===== config.mk =====
export PLATFORM = sky130hd
export DESIGN_NAME = fbc_host
export DESIGN_NICKNAME = d
export VERILOG_FILES = /design/src/rtl/fbc_pkg.sv /design/src/rtl/fbc_bus_cycle.sv /design/src/rtl/fbc_host.sv
export VERILOG_INCLUDE_DIRS = /design/src /design/src/rtl
export SDC_FILE = /design/constraint.sdc
export NUM_CORES = 1
export LEC_CHECK = 0
export ABC_CLOCK_PERIOD_IN_PS = 5800
export BUFFER_PORTS_ARGS = -buffer_cell sky130_fd_sc_hd__buf_4
export CORE_ASPECT_RATIO = 0.75
export CORE_MARGIN = 2
export CORE_UTILIZATION = 30
export CTS_CLUSTER_DIAMETER = 120
export DETAILED_ROUTE_END_ITERATION = 10
export PLACE_DENSITY_LB_ADDON = 0.25
export SLEW_MARGIN = 25
export SYNTH_ARGS = -nofsm -noshare
export SYNTH_HDL_FRONTEND = slang
export SYNTH_SLANG_ARGS = --single-unit

===== constraint.sdc =====
create_clock -name clock -period 5.8 [get_ports clock]
set_input_delay 0.29 -clock clock [delete_from_list [all_inputs] [get_ports clock]]
set_output_delay 0.29 -clock clock [all_outputs]
set_load 0.02 [all_outputs]

===== src/rtl/fbc_cfg.svh =====
// Offsets, command codes and timing counts for the flash bus controller
`ifndef FBC_CFG_SVH
`define FBC_CFG_SVH

`define FBC_AW 23
`define FBC_DW 16
// Software register byte offsets
`define FBC_REG_CMD 8'h00
`define FBC_REG_ADDR 8'h04
`define FBC_REG_WDATA 8'h08
`define FBC_REG_PWD_LO 8'h0C
`define FBC_REG_PWD_HI 8'h10
`define FBC_REG_STATUS 8'h14
`define FBC_REG_RDATA 8'h18
// Status field positions
`define FBC_ST_BUSY 0
`define FBC_ST_REFUSED 1
`define FBC_ST_PROT 2
`define FBC_ST_BYPASS 3
`define FBC_ST_BUF 4
`define FBC_ST_ERASE 5
`define FBC_ST_SUSP 6
`define FBC_ST_PROTECTED 7
// Operation codes written to the command register
`define FBC_OP_READ 5'h00
`define FBC_OP_RESET 5'h01
`define FBC_OP_AUTOSEL 5'h02
`define FBC_OP_SEC_ENTER 5'h03
`define FBC_OP_SEC_EXIT 5'h04
`define FBC_OP_PROGRAM 5'h05
`define FBC_OP_BUF_START 5'h06
`define FBC_OP_BUF_WORD 5'h07
`define FBC_OP_BUF_COMMIT 5'h08
`define FBC_OP_ABORT_RST 5'h09
`define FBC_OP_CHIP_ERASE 5'h0A
`define FBC_OP_SECT_ERASE 5'h0B
`define FBC_OP_BYP_ENTER 5'h0C
`define FBC_OP_BYP_PROG 5'h0D
`define FBC_OP_BYP_RESET 5'h0E
`define FBC_OP_SUSPEND 5'h0F
`define FBC_OP_RESUME 5'h10
`define FBC_OP_QUERY 5'h11
`define FBC_OP_PROT_ENTER 5'h12
`define FBC_OP_PROT_PROG 5'h13
`define FBC_OP_PROT_EXIT 5'h14
`define FBC_OP_PPB_ERASE 5'h15
`define FBC_OP_PWD_UNLOCK 5'h16
`define FBC_OP_PROT_READ 5'h17
// Flash command addresses and data
`define FBC_A_UNLOCK1 23'h00_0AAA
`define FBC_A_UNLOCK2 23'h00_0555
`define FBC_A_QUERY 23'h00_00AA
`define FBC_D_UNLOCK1 16'h00AA
`define FBC_D_UNLOCK2 16'h0055
`define FBC_D_RESET 16'h00F0
`define FBC_D_AUTOSEL 16'h0090
`define FBC_D_SECURE 16'h0088
`define FBC_D_ZERO 16'h0000
`define FBC_D_PROGRAM 16'h00A0
`define FBC_D_BUF_LOAD 16'h0025
`define FBC_D_BUF_COMMIT 16'h0029
`define FBC_D_ERASE 16'h0080
`define FBC_D_CHIP 16'h0010
`define FBC_D_SECTOR 16'h0030
`define FBC_D_BYPASS 16'h0020
`define FBC_D_SUSPEND 16'h00B0
`define FBC_D_RESUME 16'h0030
`define FBC_D_QUERY 16'h0098
`define FBC_D_PWD_COUNT 16'h0003
`define FBC_D_PPB_CODE 16'h00C0
`define FBC_D_DYB_CODE 16'h00E0
// Longest byte-mode buffer sequence, commit included
`define FBC_BUF_MAX_CYC 6'd37
// Strobe timing: setup/hold and pulse width
`define FBC_CLK_NS 10
`define FBC_PULSE_NS 40
`define FBC_PULSE_CYC ((`FBC_PULSE_NS + `FBC_CLK_NS - 1) / `FBC_CLK_NS)

`endif


===== src/rtl/fbc_pkg.sv =====
// Types shared by the flash bus controller
package fbc_pkg;
	// One flash bus cycle to perform
	typedef struct packed {
		logic [22:0] addr;
		logic [15:0] data;
		logic rd;
		logic last;
	} fbc_cycle_s;

	typedef enum logic [1:0] {
		CYC_IDLE,
		CYC_SETUP,
		CYC_PULSE,
		CYC_HOLD
	} fbc_cyc_state_e;
endpackage

===== src/rtl/fbc_bus_cycle.sv =====
// One asynchronous flash bus cycle: address setup, strobe pulse, hold
`timescale 1ns/1ps
`include "fbc_cfg.svh"
module fbc_bus_cycle (
	input wire logic clock,
	input wire logic rst,
	input wire logic start,
	input wire fbc_pkg::fbc_cycle_s cyc,
	output logic done,
	output logic [15:0] rdata_q,
	output logic [22:0] flash_addr,
	output logic [15:0] flash_dq_out,
	output logic flash_dq_oe,
	output logic flash_ce_n,
	output logic flash_we_n,
	output logic flash_oe_n
);
	fbc_pkg::fbc_cyc_state_e state_q, state_d;
	fbc_pkg::fbc_cycle_s cyc_q, cyc_d;
	logic [3:0] cnt_q, cnt_d;
	logic [15:0] rdata_d;
	logic [15:0] flash_dq_in_unused;

	assign flash_dq_in_unused = 16'h0000;

	// Next state: address is set one cycle before the strobes fall
	always_comb begin
		state_d = state_q;
		cyc_d = cyc_q;
		cnt_d = cnt_q;
		rdata_d = rdata_q;
		done = 1'b0;
		unique case (state_q)
			fbc_pkg::CYC_IDLE: begin
				if (start) begin
					cyc_d = cyc;
					state_d = fbc_pkg::CYC_SETUP;
				end
			end
			fbc_pkg::CYC_SETUP: begin
				cnt_d = 4'(`FBC_PULSE_CYC - 1);
				state_d = fbc_pkg::CYC_PULSE;
			end
			fbc_pkg::CYC_PULSE: begin
				if (cnt_q == 4'h0) begin
					state_d = fbc_pkg::CYC_HOLD;
				end else begin
					cnt_d = cnt_q - 4'h1;
				end
			end
			fbc_pkg::CYC_HOLD: begin
				done = 1'b1;
				state_d = fbc_pkg::CYC_IDLE;
			end
		endcase
	end

	// Registers
	always_ff @(posedge clock or posedge rst) begin
		if (rst) begin
			state_q <= fbc_pkg::CYC_IDLE;
			cyc_q <= '0;
			cnt_q <= 4'h0;
		end else begin
			state_q <= state_d;
			cyc_q <= cyc_d;
			cnt_q <= cnt_d;
		end
	end

	// Read data is taken by the main module from the pins; kept here at zero
	always_ff @(posedge clock or posedge rst) begin
		if (rst) begin
			rdata_q <= 16'h0000;
		end else begin
			rdata_q <= rdata_d | flash_dq_in_unused;
		end
	end

	// Address held over setup, pulse and hold so it is stable at both strobe
	// edges whichever of chip enable or write strobe falls later
	assign flash_addr = cyc_q.addr;
	// Data bits are driven as the cycle supplies them, upper byte included
	assign flash_dq_out = cyc_q.data;
	assign flash_dq_oe = !cyc_q.rd && (state_q != fbc_pkg::CYC_IDLE);
	assign flash_ce_n = (state_q != fbc_pkg::CYC_PULSE);
	assign flash_we_n = !((state_q == fbc_pkg::CYC_PULSE) && !cyc_q.rd);
	assign flash_oe_n = !((state_q == fbc_pkg::CYC_PULSE) && cyc_q.rd);
endmodule


===== src/rtl/fbc_host.sv =====
// Host-side controller issuing byte-mode flash command sequences
//
// Implementation choices: the strobed register port and the placing of the registers.
`timescale 1ns/1ps
`include "fbc_cfg.svh"
// Function
// - Unlock writes open each command except read, reset, query, suspend, resume and in-mode ones
// - Reset command restores array reading
// - Exit sequence leaves protection mode
// - Each password portion programmed with two cycles
// - Unlock delivers all portions, seven cycles
// - Accelerate pin high setting protect bits
// - Buffer load: 25, count, then pairs
// - Buffer count equals locations minus one
module fbc_host (
	input wire logic clock,
	input wire logic rst,
	input wire logic [7:0] reg_addr,
	input wire logic [31:0] reg_wdata,
	input wire logic reg_write,
	input wire logic reg_read,
	output logic [31:0] reg_rdata,
	output logic [22:0] flash_addr,
	input wire logic [15:0] flash_dq_in,
	output logic [15:0] flash_dq_out,
	output logic flash_dq_oe,
	output logic flash_ce_n,
	output logic flash_we_n,
	output logic flash_oe_n,
	output logic flash_byte_n,
	output logic accelerate_pin
);
	logic [4:0] op_q, op_d;
	logic [22:0] addr_q, addr_d;
	logic [15:0] wdata_q, wdata_d, rdata_q, rdata_d;
	logic [63:0] pwd_q, pwd_d;
	logic [3:0] idx_q, idx_d;
	logic busy_q, busy_d, refused_q, refused_d, launch_q, launch_d;
	logic prot_q, prot_d, byp_q, byp_d, buf_q, buf_d, erase_q, erase_d, susp_q, susp_d;
	logic [7:0] prot_code_q, prot_code_d;
	logic [5:0] buf_cyc_q, buf_cyc_d;
	logic [31:0] reg_rdata_d;
	logic cmd_wr, allowed, cyc_done;
	logic [4:0] new_op;
	fbc_pkg::fbc_cycle_s cyc;
	logic [15:0] sub_rdata_unused;

	// Build one write cycle
	function automatic fbc_pkg::fbc_cycle_s wr(input logic [22:0] a, input logic [15:0] d,
			input logic last);
		fbc_pkg::fbc_cycle_s c;
		c.addr = a;
		c.data = d;
		c.rd = 1'b0;
		c.last = last;
		return c;
	endfunction

	// Bus cycle for the current operation and step
	always_comb begin
		cyc = wr(`FBC_A_UNLOCK1, `FBC_D_UNLOCK1, 1'b0);
		if (idx_q == 4'h1) begin
			cyc = wr(`FBC_A_UNLOCK2, `FBC_D_UNLOCK2, 1'b0);
		end
		unique case (op_q)
			`FBC_OP_READ, `FBC_OP_PROT_READ: begin
				// Plain read, no unlock needed; password portion picked by addr
				cyc = wr(addr_q, `FBC_D_ZERO, 1'b1);
				cyc.rd = 1'b1;
			end
			`FBC_OP_RESET: cyc = wr(23'h00_0000, `FBC_D_RESET, 1'b1);
			`FBC_OP_AUTOSEL: begin
				if (idx_q == 4'h2) begin
					cyc = wr(`FBC_A_UNLOCK1, `FBC_D_AUTOSEL, 1'b0);
				end else if (idx_q == 4'h3) begin
					// Identity at 00/02/06, sector protection at sector+04
					cyc = wr(addr_q, `FBC_D_ZERO, 1'b1);
					cyc.rd = 1'b1;
				end
			end
			`FBC_OP_SEC_ENTER: begin
				if (idx_q == 4'h2) cyc = wr(`FBC_A_UNLOCK1, `FBC_D_SECURE, 1'b1);
			end
			`FBC_OP_SEC_EXIT: begin
				if (idx_q == 4'h2) cyc = wr(`FBC_A_UNLOCK1, `FBC_D_AUTOSEL, 1'b0);
				if (idx_q == 4'h3) cyc = wr(23'h00_0000, `FBC_D_ZERO, 1'b1);
			end
			`FBC_OP_PROGRAM: begin
				if (idx_q == 4'h2) cyc = wr(`FBC_A_UNLOCK1, `FBC_D_PROGRAM, 1'b0);
				if (idx_q == 4'h3) cyc = wr(addr_q, wdata_q, 1'b1);
			end
			`FBC_OP_BUF_START: begin
				// Count written is locations minus one, supplied by software
				if (idx_q == 4'h2) cyc = wr(addr_q, `FBC_D_BUF_LOAD, 1'b0);
				if (idx_q == 4'h3) cyc = wr(addr_q, wdata_q, 1'b1);
			end
			`FBC_OP_BUF_WORD: cyc = wr(addr_q, wdata_q, 1'b1);
			`FBC_OP_BUF_COMMIT: cyc = wr(addr_q, `FBC_D_BUF_COMMIT, 1'b1);
			`FBC_OP_ABORT_RST: begin
				if (idx_q == 4'h2) cyc = wr(`FBC_A_UNLOCK1, `FBC_D_RESET, 1'b1);
			end
			`FBC_OP_CHIP_ERASE, `FBC_OP_SECT_ERASE: begin
				// Unlock, 80, unlock again, then chip or sector code
				if (idx_q == 4'h2) cyc = wr(`FBC_A_UNLOCK1, `FBC_D_ERASE, 1'b0);
				if (idx_q == 4'h4) cyc = wr(`FBC_A_UNLOCK2, `FBC_D_UNLOCK2, 1'b0);
				if (idx_q == 4'h5) begin
					cyc = (op_q == `FBC_OP_CHIP_ERASE) ?
						wr(`FBC_A_UNLOCK1, `FBC_D_CHIP, 1'b1) :
						wr(addr_q, `FBC_D_SECTOR, 1'b1);
				end
			end
			`FBC_OP_BYP_ENTER: begin
				if (idx_q == 4'h2) cyc = wr(`FBC_A_UNLOCK1, `FBC_D_BYPASS, 1'b1);
			end
			`FBC_OP_BYP_PROG, `FBC_OP_PROT_PROG: begin
				// Two full cycles per item, also per password portion
				cyc = (idx_q == 4'h0) ? wr(23'h00_0000, `FBC_D_PROGRAM, 1'b0) :
					wr(addr_q, wdata_q, 1'b1);
			end
			`FBC_OP_BYP_RESET, `FBC_OP_PROT_EXIT: begin
				// 90 then 00 leaves bypass or protection mode
				cyc = (idx_q == 4'h0) ? wr(23'h00_0000, `FBC_D_AUTOSEL, 1'b0) :
					wr(23'h00_0000, `FBC_D_ZERO, 1'b1);
			end
			`FBC_OP_SUSPEND: cyc = wr(23'h00_0000, `FBC_D_SUSPEND, 1'b1);
			`FBC_OP_RESUME: cyc = wr(23'h00_0000, `FBC_D_RESUME, 1'b1);
			`FBC_OP_QUERY: cyc = wr(`FBC_A_QUERY, `FBC_D_QUERY, 1'b1);
			`FBC_OP_PROT_ENTER: begin
				if (idx_q == 4'h2) cyc = wr(`FBC_A_UNLOCK1, {8'h00, wdata_q[7:0]}, 1'b1);
			end
			`FBC_OP_PPB_ERASE: begin
				// Device pre-programs all bits itself before erasing
				cyc = (idx_q == 4'h0) ? wr(23'h00_0000, `FBC_D_ERASE, 1'b0) :
					wr(23'h00_0000, `FBC_D_SECTOR, 1'b1);
			end
			`FBC_OP_PWD_UNLOCK: begin
				// 25, count, four 16-bit portions at 00..03, then 29: seven cycles
				if (idx_q == 4'h0) cyc = wr(23'h00_0000, `FBC_D_BUF_LOAD, 1'b0);
				else if (idx_q == 4'h1) cyc = wr(23'h00_0000, `FBC_D_PWD_COUNT, 1'b0);
				else if (idx_q == 4'h6) cyc = wr(23'h00_0000, `FBC_D_BUF_COMMIT, 1'b1);
				else cyc = wr({21'h00_0000, 2'(idx_q - 4'h2)},
					pwd_q[16*(idx_q-4'h2) +: 16], 1'b0);
			end
			default: cyc = wr(23'h00_0000, `FBC_D_RESET, 1'b1);
		endcase
	end

	fbc_bus_cycle u_cycle (
		.clock(clock),
		.rst(rst),
		.start(launch_q),
		.cyc(cyc),
		.done(cyc_done),
		.rdata_q(sub_rdata_unused),
		.flash_addr(flash_addr),
		.flash_dq_out(flash_dq_out),
		.flash_dq_oe(flash_dq_oe),
		.flash_ce_n(flash_ce_n),
		.flash_we_n(flash_we_n),
		.flash_oe_n(flash_oe_n)
	);

	assign cmd_wr = reg_write && (reg_addr == `FBC_REG_CMD);
	assign new_op = reg_wdata[4:0];

	// Host keeps mode order itself; out-of-mode commands are refused, not sent
	always_comb begin
		unique case (new_op)
			`FBC_OP_PROT_PROG, `FBC_OP_PPB_ERASE, `FBC_OP_PWD_UNLOCK, `FBC_OP_PROT_READ,
			`FBC_OP_PROT_EXIT: allowed = prot_q;
			`FBC_OP_PROT_ENTER: allowed = !prot_q;
			`FBC_OP_BUF_WORD: allowed = buf_q && (buf_cyc_q < `FBC_BUF_MAX_CYC - 6'd1);
			`FBC_OP_BUF_COMMIT: allowed = buf_q;
			`FBC_OP_SUSPEND: allowed = erase_q && !susp_q;
			`FBC_OP_RESUME: allowed = susp_q;
			`FBC_OP_BYP_PROG, `FBC_OP_BYP_RESET: allowed = byp_q;
			default: allowed = (new_op <= `FBC_OP_PROT_READ);
		endcase
	end

	// Operation sequencer and mode tracking
	always_comb begin
		op_d = op_q;
		addr_d = addr_q;
		wdata_d = wdata_q;
		pwd_d = pwd_q;
		idx_d = idx_q;
		busy_d = busy_q;
		refused_d = refused_q;
		launch_d = 1'b0;
		prot_d = prot_q;
		byp_d = byp_q;
		buf_d = buf_q;
		erase_d = erase_q;
		susp_d = susp_q;
		prot_code_d = prot_code_q;
		buf_cyc_d = buf_cyc_q;
		rdata_d = rdata_q;
		if (reg_write && !busy_q) begin
			if (reg_addr == `FBC_REG_ADDR) addr_d = reg_wdata[22:0];
			if (reg_addr == `FBC_REG_WDATA) wdata_d = reg_wdata[15:0];
			if (reg_addr == `FBC_REG_PWD_LO) pwd_d[31:0] = reg_wdata;
			if (reg_addr == `FBC_REG_PWD_HI) pwd_d[63:32] = reg_wdata;
		end
		if (cmd_wr && !busy_q) begin
			refused_d = !allowed;
			if (allowed) begin
				op_d = new_op;
				idx_d = 4'h0;
				busy_d = 1'b1;
				launch_d = 1'b1;
			end
		end
		// Read data taken while output enable is still low; once the strobes rise
		// the device lets go of the bus and the pins no longer hold the value
		if (!flash_oe_n) rdata_d = flash_dq_in;
		if (cyc_done) begin
			if (cyc.last) begin
				busy_d = 1'b0;
				unique case (op_q)
					`FBC_OP_RESET, `FBC_OP_ABORT_RST: begin
						// Reset clears every tracked mode except protection mode
						byp_d = 1'b0;
						buf_d = 1'b0;
						erase_d = 1'b0;
						susp_d = 1'b0;
					end
					`FBC_OP_PROT_ENTER: begin
						prot_d = 1'b1;
						prot_code_d = wdata_q[7:0];
					end
					`FBC_OP_PROT_EXIT: prot_d = 1'b0;
					`FBC_OP_BYP_ENTER: byp_d = 1'b1;
					`FBC_OP_BYP_RESET: byp_d = 1'b0;
					`FBC_OP_BUF_START: begin
						buf_d = 1'b1;
						buf_cyc_d = 6'd4;
					end
					`FBC_OP_BUF_WORD: buf_cyc_d = buf_cyc_q + 6'd1;
					`FBC_OP_BUF_COMMIT: begin
						buf_d = 1'b0;
						buf_cyc_d = buf_cyc_q + 6'd1;
					end
					`FBC_OP_SECT_ERASE: erase_d = 1'b1;
					`FBC_OP_SUSPEND: susp_d = 1'b1;
					`FBC_OP_RESUME: susp_d = 1'b0;
					default: ;
				endcase
			end else begin
				idx_d = idx_q + 4'h1;
				launch_d = 1'b1;
			end
		end
	end

	always_ff @(posedge clock or posedge rst) begin
		if (rst) begin
			op_q <= `FBC_OP_READ;
			addr_q <= 23'h00_0000;
			wdata_q <= 16'h0000;
			pwd_q <= 64'h0000_0000_0000_0000;
			idx_q <= 4'h0;
			busy_q <= 1'b0;
			refused_q <= 1'b0;
			launch_q <= 1'b0;
			prot_q <= 1'b0;
			byp_q <= 1'b0;
			buf_q <= 1'b0;
			erase_q <= 1'b0;
			susp_q <= 1'b0;
			prot_code_q <= 8'h00;
			buf_cyc_q <= 6'd0;
			rdata_q <= 16'h0000;
		end else begin
			op_q <= op_d;
			addr_q <= addr_d;
			wdata_q <= wdata_d;
			pwd_q <= pwd_d;
			idx_q <= idx_d;
			busy_q <= busy_d;
			refused_q <= refused_d;
			launch_q <= launch_d;
			prot_q <= prot_d;
			byp_q <= byp_d;
			buf_q <= buf_d;
			erase_q <= erase_d;
			susp_q <= susp_d;
			prot_code_q <= prot_code_d;
			buf_cyc_q <= buf_cyc_d;
			rdata_q <= rdata_d;
		end
	end

	// Register read mux; data stand the cycle after the strobe
	always_comb begin
		reg_rdata_d = 32'h0000_0000;
		unique case (reg_addr)
			`FBC_REG_ADDR: reg_rdata_d = {9'h000, addr_q};
			`FBC_REG_WDATA: reg_rdata_d = {16'h0000, wdata_q};
			`FBC_REG_STATUS: begin
				reg_rdata_d = {24'h00_0000, !rdata_q[0], susp_q, erase_q, buf_q, byp_q,
					prot_q, refused_q, busy_q};
			end
			`FBC_REG_RDATA: reg_rdata_d = {16'h0000, rdata_q};
			default: reg_rdata_d = 32'h0000_0000;
		endcase
	end

	always_ff @(posedge clock or posedge rst) begin
		if (rst) begin
			reg_rdata <= 32'h0000_0000;
		end else begin
			reg_rdata <= reg_read ? reg_rdata_d : 32'h0000_0000;
		end
	end

	assign flash_byte_n = 1'b0; // Byte-wide mode only
	// High while in persistent or dynamic protection mode
	assign accelerate_pin = prot_q &&
		(prot_code_q == 8'(`FBC_D_PPB_CODE) || prot_code_q == 8'(`FBC_D_DYB_CODE));

	AST_UNLOCK_FIRST: assert property (@(posedge clock) disable iff (rst)
		launch_q && idx_q == 4'h0 && op_q == `FBC_OP_PROGRAM |=>
		flash_addr == `FBC_A_UNLOCK1 && flash_dq_out == `FBC_D_UNLOCK1)
		else $error("first program cycle is not the unlock write");
	AST_RESET_CODE: assert property (@(posedge clock) disable iff (rst)
		launch_q && op_q == `FBC_OP_RESET |=> flash_dq_out == `FBC_D_RESET && flash_dq_oe)
		else $error("reset does not drive F0");
	AST_PROT_GATED: assert property (@(posedge clock) disable iff (rst)
		cmd_wr && !busy_q && new_op == `FBC_OP_PROT_PROG && !prot_q |=> refused_q && !busy_q)
		else $error("protection command accepted outside its mode");
	AST_ACCEL: assert property (@(posedge clock) disable iff (rst)
		!flash_we_n && prot_q && prot_code_q == 8'(`FBC_D_PPB_CODE) |-> accelerate_pin)
		else $error("accelerate pin low while setting protect bits");
	AST_ADDR_STABLE: assert property (@(posedge clock) disable iff (rst)
		$fell(flash_we_n) |-> $stable(flash_addr) ##1 $stable(flash_addr))
		else $error("address moved around the write strobe edge");
	AST_BUF_LIMIT: assert property (@(posedge clock) disable iff (rst)
		buf_cyc_q <= `FBC_BUF_MAX_CYC)
		else $error("buffer sequence exceeds its cycle limit");
	AST_SUSPEND_GATED: assert property (@(posedge clock) disable iff (rst)
		launch_q && op_q == `FBC_OP_SUSPEND |-> erase_q && !susp_q)
		else $error("suspend issued without sector erase");
	AST_RESUME_GATED: assert property (@(posedge clock) disable iff (rst)
		launch_q && op_q == `FBC_OP_RESUME |-> susp_q)
		else $error("resume issued while not suspended");
	AST_PWD_SEVEN: assert property (@(posedge clock) disable iff (rst)
		cmd_wr && !busy_q && allowed && new_op == `FBC_OP_PWD_UNLOCK |->
		##[1:80] (cyc_done && cyc.last && idx_q == 4'h6))
		else $error("password unlock did not end on its seventh cycle");

	COV_ERASE_SUSPEND: cover property (@(posedge clock) disable iff (rst)
		launch_q && op_q == `FBC_OP_SUSPEND);
	COV_BUF_COMMIT: cover property (@(posedge clock) disable iff (rst)
		cyc_done && op_q == `FBC_OP_BUF_COMMIT);
	COV_PROT_EXIT: cover property (@(posedge clock) disable iff (rst)
		cyc_done && cyc.last && op_q == `FBC_OP_PROT_EXIT);
endmodule


# Word-level counts from Yosys, hierarchy flattened
# Index checks and enable logic that the tools add are counted.
totals:
  regBits: 228
  inputBits: 60
  output_inout_bits: 77
  word_cells: 195
op_classes:
  add_sub_neg: 5
  magnitude_cmp: 2
  eq_ne: 56
  shifts: 1
  mux: 51
  n_reduce_logical: 57
ops:
  columns: ["cell", "count"]
  rows:
  - ["case mux 41 bit (19 select lines)", 1]
  - ["2-to-1 mux 41 bit", 17]
  - ["case mux 23 bit (4 select lines)", 1]
  - ["== test 5 bit (second input constant)", 15]
  - ["indexed part select 64 x 33 -> 16 bit", 1]
  - ["== test 5 x 4 -> 1 bit (second input constant)", 12]
  - ["2-to-1 mux 20 bit", 3]
  - ["2-to-1 mux 32 bit", 1]
  - ["2-to-1 mux 30 bit", 1]
  - ["== test 5 x 3 -> 1 bit (second input constant)", 5]
  - ["== test 8 x 5 -> 1 bit (second input constant)", 3]
  - ["AND reduction 3 bit", 7]
  - ["2-to-1 mux 10 bit", 2]
  - ["2-to-1 mux 4 bit", 5]
  - ["== test 8 x 4 -> 1 bit (second input constant)", 2]
  - ["== test 8 bit (second input constant)", 2]
  - ["AND reduction 2 bit", 8]
  - ["nonzero test 2 bit", 8]
  - ["OR reduction 2 bit", 7]
  - ["== test 4 x 3 -> 1 bit (second input constant)", 3]
  - ["case mux 6 bit (2 select lines)", 1]
  - ["== test 5 x 2 -> 1 bit (second input constant)", 2]
  - ["case mux 1 bit (2 select lines)", 5]
  - ["logical AND 1 bit", 9]
  - ["28 further kinds", 51]

# Longest topological paths before layout
logic_depth:
  word_depth: 8
  mapped_depth: 11
  depth_no_buf: 8

# Cells and area by module
# From an unflattened synthesis, not the netlist that was laid out.
hier_totals:
  hier_cells: 1069
  area_unflattened_um2: 11793.8
modules_own_cells:
  columns: ["module", "instances", "cells_per_inst", "area_per_inst_um2", "seq_area_each_um2"]
  rows:
  - ["fbc_host", 1, 885, 9484.1, 4304.1]
  - ["fbc_bus_cycle", 1, 184, 2309.7, 1151.1]

# Worst setup path after synthesis
# OpenSTA, ideal clock, no wires.
synth_path:
  path_type: "flip-flop to flip-flop"
  startpoint: "register idx_q[0]"
  endpoint: "register u_cycle.cyc_q (netlist bit u_cycle.flash_addr[9])"
  setup_time_ps: 131
  arrival_time_ps: 2921
  required_ps: 5669
  path_slack_ps: 2748
  stages_incl_launch_ff: 12
  n_path_buf: 3
  period_less_slack_ps: 3052
  path_cell_list: "dfrtp_1 buf_2 clkbuf_1 inv_1 ha_1 or4b_4 buf_6 o311ai_4 a21oi_4 or3_1 nor4b_1 o21ai_1"
synth_via:
  elab_chain_len: 6
  elab_cells_between_ends: 24
  classes_between: "eq/ne: 5; mux: 18; reduce/logical: 1"
synth_rtl:
  columns: ["item", "line", "text"]
  rows:
  - ["start, declared", "fbc_host.sv:37", "logic [3:0] idx_q, idx_d;"]
  - ["start signal, assigned", "fbc_host.sv:279", "idx_q <= idx_d;"]
  - ["== test 4 x 1 -> 1 bit", "fbc_host.sv:62, fbc_host.sv:139", null]
  - ["2-to-1 mux 30 bit", "fbc_host.sv:62", "if (idx_q == 4'h1) begin"]
  - ["2-to-1 mux 41 bit", "fbc_host.sv:104", "if (idx_q == 4'h2) cyc = wr(`FBC_A_UNLOCK1, `FBC_D_ERASE, 1'b0);"]
  - ["2-to-1 mux 41 bit", "fbc_host.sv:105", "if (idx_q == 4'h4) cyc = wr(`FBC_A_UNLOCK2, `FBC_D_UNLOCK2, 1'b0);"]
  - ["2-to-1 mux 41 bit", "fbc_host.sv:106", "if (idx_q == 4'h5) begin"]
  - ["case mux 41 bit (19 select lines) (*)", "fbc_host.sv:65", "unique case (op_q)"]
  - ["end signal, assigned", "fbc_bus_cycle.sv:66", "cyc_q <= cyc_d;"]
  - ["end, declared", "fbc_bus_cycle.sv:19", "fbc_pkg::fbc_cycle_s cyc_q, cyc_d;"]
# Every way passes the cells marked *; elsewhere a longest branch is shown, timed or not.
# A chain may end at the register's enable or synchronous reset.

# Worst setup path after layout
layout_path:
  startpoint: "register idx_q[1]"
  endpoint: "register u_cycle.cyc_q (netlist bit u_cycle.flash_dq_out[0])"
layout_via:
  elab_chain_len: 6
  elab_cells_between_ends: 30
  classes_between: "add/sub: 1; eq/ne: 6; shift: 1; mux: 21; reduce/logical: 1"
layout_rtl:
  columns: ["item", "line"]
  rows:
  - ["subtractor 4 x 2 -> 5 bit or == test 4 x 1 -> 1 bit (tied branches)", "fbc_host.sv:142, fbc_host.sv:62, fbc_host.sv:139"]
  - ["indexed part select 64 x 33 -> 16 bit or 2-to-1 mux 30 bit (tied branches)", "fbc_host.sv:142, fbc_host.sv:62"]
  - ["2-to-1 mux 20 bit or 2-to-1 mux 41 bit (tied branches)", "fbc_host.sv:140, fbc_host.sv:104"]
  - ["2-to-1 mux 20 bit or 2-to-1 mux 41 bit (tied branches)", "fbc_host.sv:139, fbc_host.sv:105"]
  - ["2-to-1 mux 20 bit or 2-to-1 mux 41 bit (tied branches)", "fbc_host.sv:138, fbc_host.sv:106"]
  - ["case mux 41 bit (19 select lines) (*)", "fbc_host.sv:65"]
# Marks and branches as above.

==> results.tsv <==
metric	value	unit
worst path required time	6.19	ns
Cells after Synth	1096	
diode count	0	
Antenna Nets Post-Route	0	
Post-synth EDFFs	0	
Hold Violations, Final	0	
final setup fails	0	
overflow left after global routing	0	
top sig layer	met4	
Starting DRT DRC Count	1118	
crit path DAT	3.90	ns
PD cells	373	mW/mm^2
ys async rst share	1.00	
skew final	0.0132	ns
Final Max Slew Viols	0	
clk root buf	clkbuf_16	
pin count of the biggest net entering global routing	73	
FP Rows	62	
drt total wl	40000	um
Max Fclk	285	MHz
Seq/Total Area, Yosys	0.467	
CTS tree	built	
gr usage total	0.198	
CTS Sinks	218	
share of layout cells above drive strength 1	0.301	
syn avg cell area	10.7	um^2
Worst-Skew Late Latency	0.53	ns
Synth Register Bits	218	
top post-synthesis cells by count	218 x dfrtp_1, 127 x mux2_2, 87 x nor2_1, 67 x nand2_1, 61 x o21ai_0	
Area contributors post-synth	dfrtp_1 47%, mux2_2 12%, buf_4 3.3%, mux4_2 3.1%, nor2_1 2.8%	
leading area contributor after synthesis	dfrtp_1	
RD Place Congestion	0.940	
period utilisation layout	0.605	
Slew Limit Headroom	0.371	
mapped cell area	0.0117	mm^2
Fillers	3867	
drt drc	0	
minimum clock period	3.51	ns
Reg clk slew, reported paths	0.06	ns
Area growth syn-to-layout	18.2	%
routed length on met2	15500	um
r2r worst-path depth	8	
total negative setup slack	0	ns
Top Ports	137	
Die Area	0.0406	mm^2
most common cell in the netlist	dfrtp_1	
crit path capture type	register	
die height	175	um
top fanout value on the critical path	22	
Core ar.	0.0383	mm^2
crit path launch type	register	
yosys warns	0	
Hold WC Path Type	input port to register	
H-Tree Depth	1	
DIE WIDTH	232	um
RSZ-0062 raised after global routing	false	
antenna violations before repair	1	
HPWL after DPL	30000	um
overall power	5150	uW
CTS max path bufs	3	
VDD IR max	0.159	mV
status	finished clean	
Distinct cells, synth	88	
Lkg Pwr	0.00619	uW
Final Net Count	1257	
Initial DRT Pass Iterations	5	
Hold Path Depth	2	
global-route wire length before repair	60700	um
max_cap viols	0	
vias in the first global route	9085	
routed length on met1	20700	um
CTS buffer count	24	
drt via density	5.46	
Yosys top cell area share	0.467	
DR vias	9339	
Resized Gates After CTS	0	
routed len/inst	23.4	um
met3 WL post-DR	2860	um
Slew @ Worst Pin	0.943	ns
Main synth FF type	dfrtp_1	
type of the worst setup path	register to register	
Initial Util	0.305	
Port Buffers	126	
==> worst paths after layout <==
check,from,slack (ns),endpoint
hold reg to reg,u_cycle.cnt_q[3],0.49,u_cycle.cnt_q[3]
min in group asynchronous,rst,0.24,u_cycle.flash_addr[22]
max in group asynchronous,rst,4.11,pwd_q[15]
setup reg to reg,idx_q[1],2.29,u_cycle.flash_dq_out[0]
setup / recovery,idx_q[1],2.29,u_cycle.flash_dq_out[0]
hold / removal,flash_dq_in[0],0.008,rdata_q[0]
==> per-stage QoR <==
stage                     std cells  hold slack (ns)  setup slack (ns)  instance area (um^2)  utilization
after floorplan                1105            0.441              2.67                 11700            -
after global placement         1650            0.235              2.43                 12800        0.334
after detailed placement       1650            0.236              2.40                 12800        0.334
after CTS                      1711          0.00118              2.37                 13800        0.360
after global routing           1711           0.0110              2.13                 13800        0.361
final                          1711          0.00758              2.29                 13800        0.361
==> layout make-up <==
class                           count  area, um^2  share of cell area
Multi-Input combinational cell    747        5520               0.399
Sequential cell                   218        5460               0.395
Timing Repair Buffer              167        1300              0.0943
Clock buffer                       33         706              0.0510
Tap cell                          512         641              0.0463
Inverter                           26         101             0.00733
Clock inverter                      8        96.3             0.00697
==> per-layer routing <==
metal | track usage | vias to the layer above
li1 | - | 4188
met1 | 0.323 | 4739
met2 | 0.255 | 354
met3 | 0.0455 | 58
met4 | 0.0489 | 0
met5 | 0 | -
==> sequential cells by signal, indices dropped and copies added, names as in the netlist, 2 cells and up <==
register	count
u_cycle.flash_dq_out	16
idx_q	4
u_cycle.state_q	2
u_cycle.cnt_q	4
reg_rdata	23
pwd_q	64
u_cycle.flash_addr	23
addr_q	23
buf_cyc_q	6
wdata_q	16
op_q	5
prot_code_q	7
rdata_q	16
==> logic make-up after synthesis <==
group	after synthesis	synth area share
adder cells (fa/ha/maj)	13	0.0139
multiplexers	144	0.154
XOR/XNOR	4	0.00300
flip-flops	218	0.467
buffers and inverters	140	0.0661
other	1	0.000321
AO/OA/AOI/OAI	282	0.167
AND/OR/NAND/NOR	294	0.129
==> worst max-delay path, cell delays in order (launching register included) <==
cell and delay, ns:
dfrtp_1 0.32, buf_4 0.31, ha_1 0.66, clkinv_1 0.60
o211ai_1 0.44, a21oi_1 0.15, o31a_1 0.39, nor4_1 0.36
o21ai_0 0.12
==> cells in the final DEF (no fill, tap or decap), types with 16 or more instances in the layout <==
cell / count
nand3_1: 19
nor2_1: 87
a21oi_1: 57
clkbuf_16: 25
buf_4: 147
inv_1: 24
a22oi_1: 20
o21ai_0: 61
dlygate4sd3_1: 20
nand2_1: 67
dfrtp_1: 218
mux2_2: 127
nor3_1: 21
mux4_2: 16
==> timing repair <==
item,CTS,global route
hold buffers,20,0
hold endpoints to repair,31,0
buffers inserted,0,0
==> report_power, final <==
| group | switching [uW] | leakage [uW] | internal, uW |
|---|---|---|---|
| clock | 628 | 0.000396 | 935 |
| combinational | 1020 | 0.00289 | 615 |
| sequential | 210 | 0.00291 | 1740 |
Note: power is estimated with default switching activity, not from simulation.
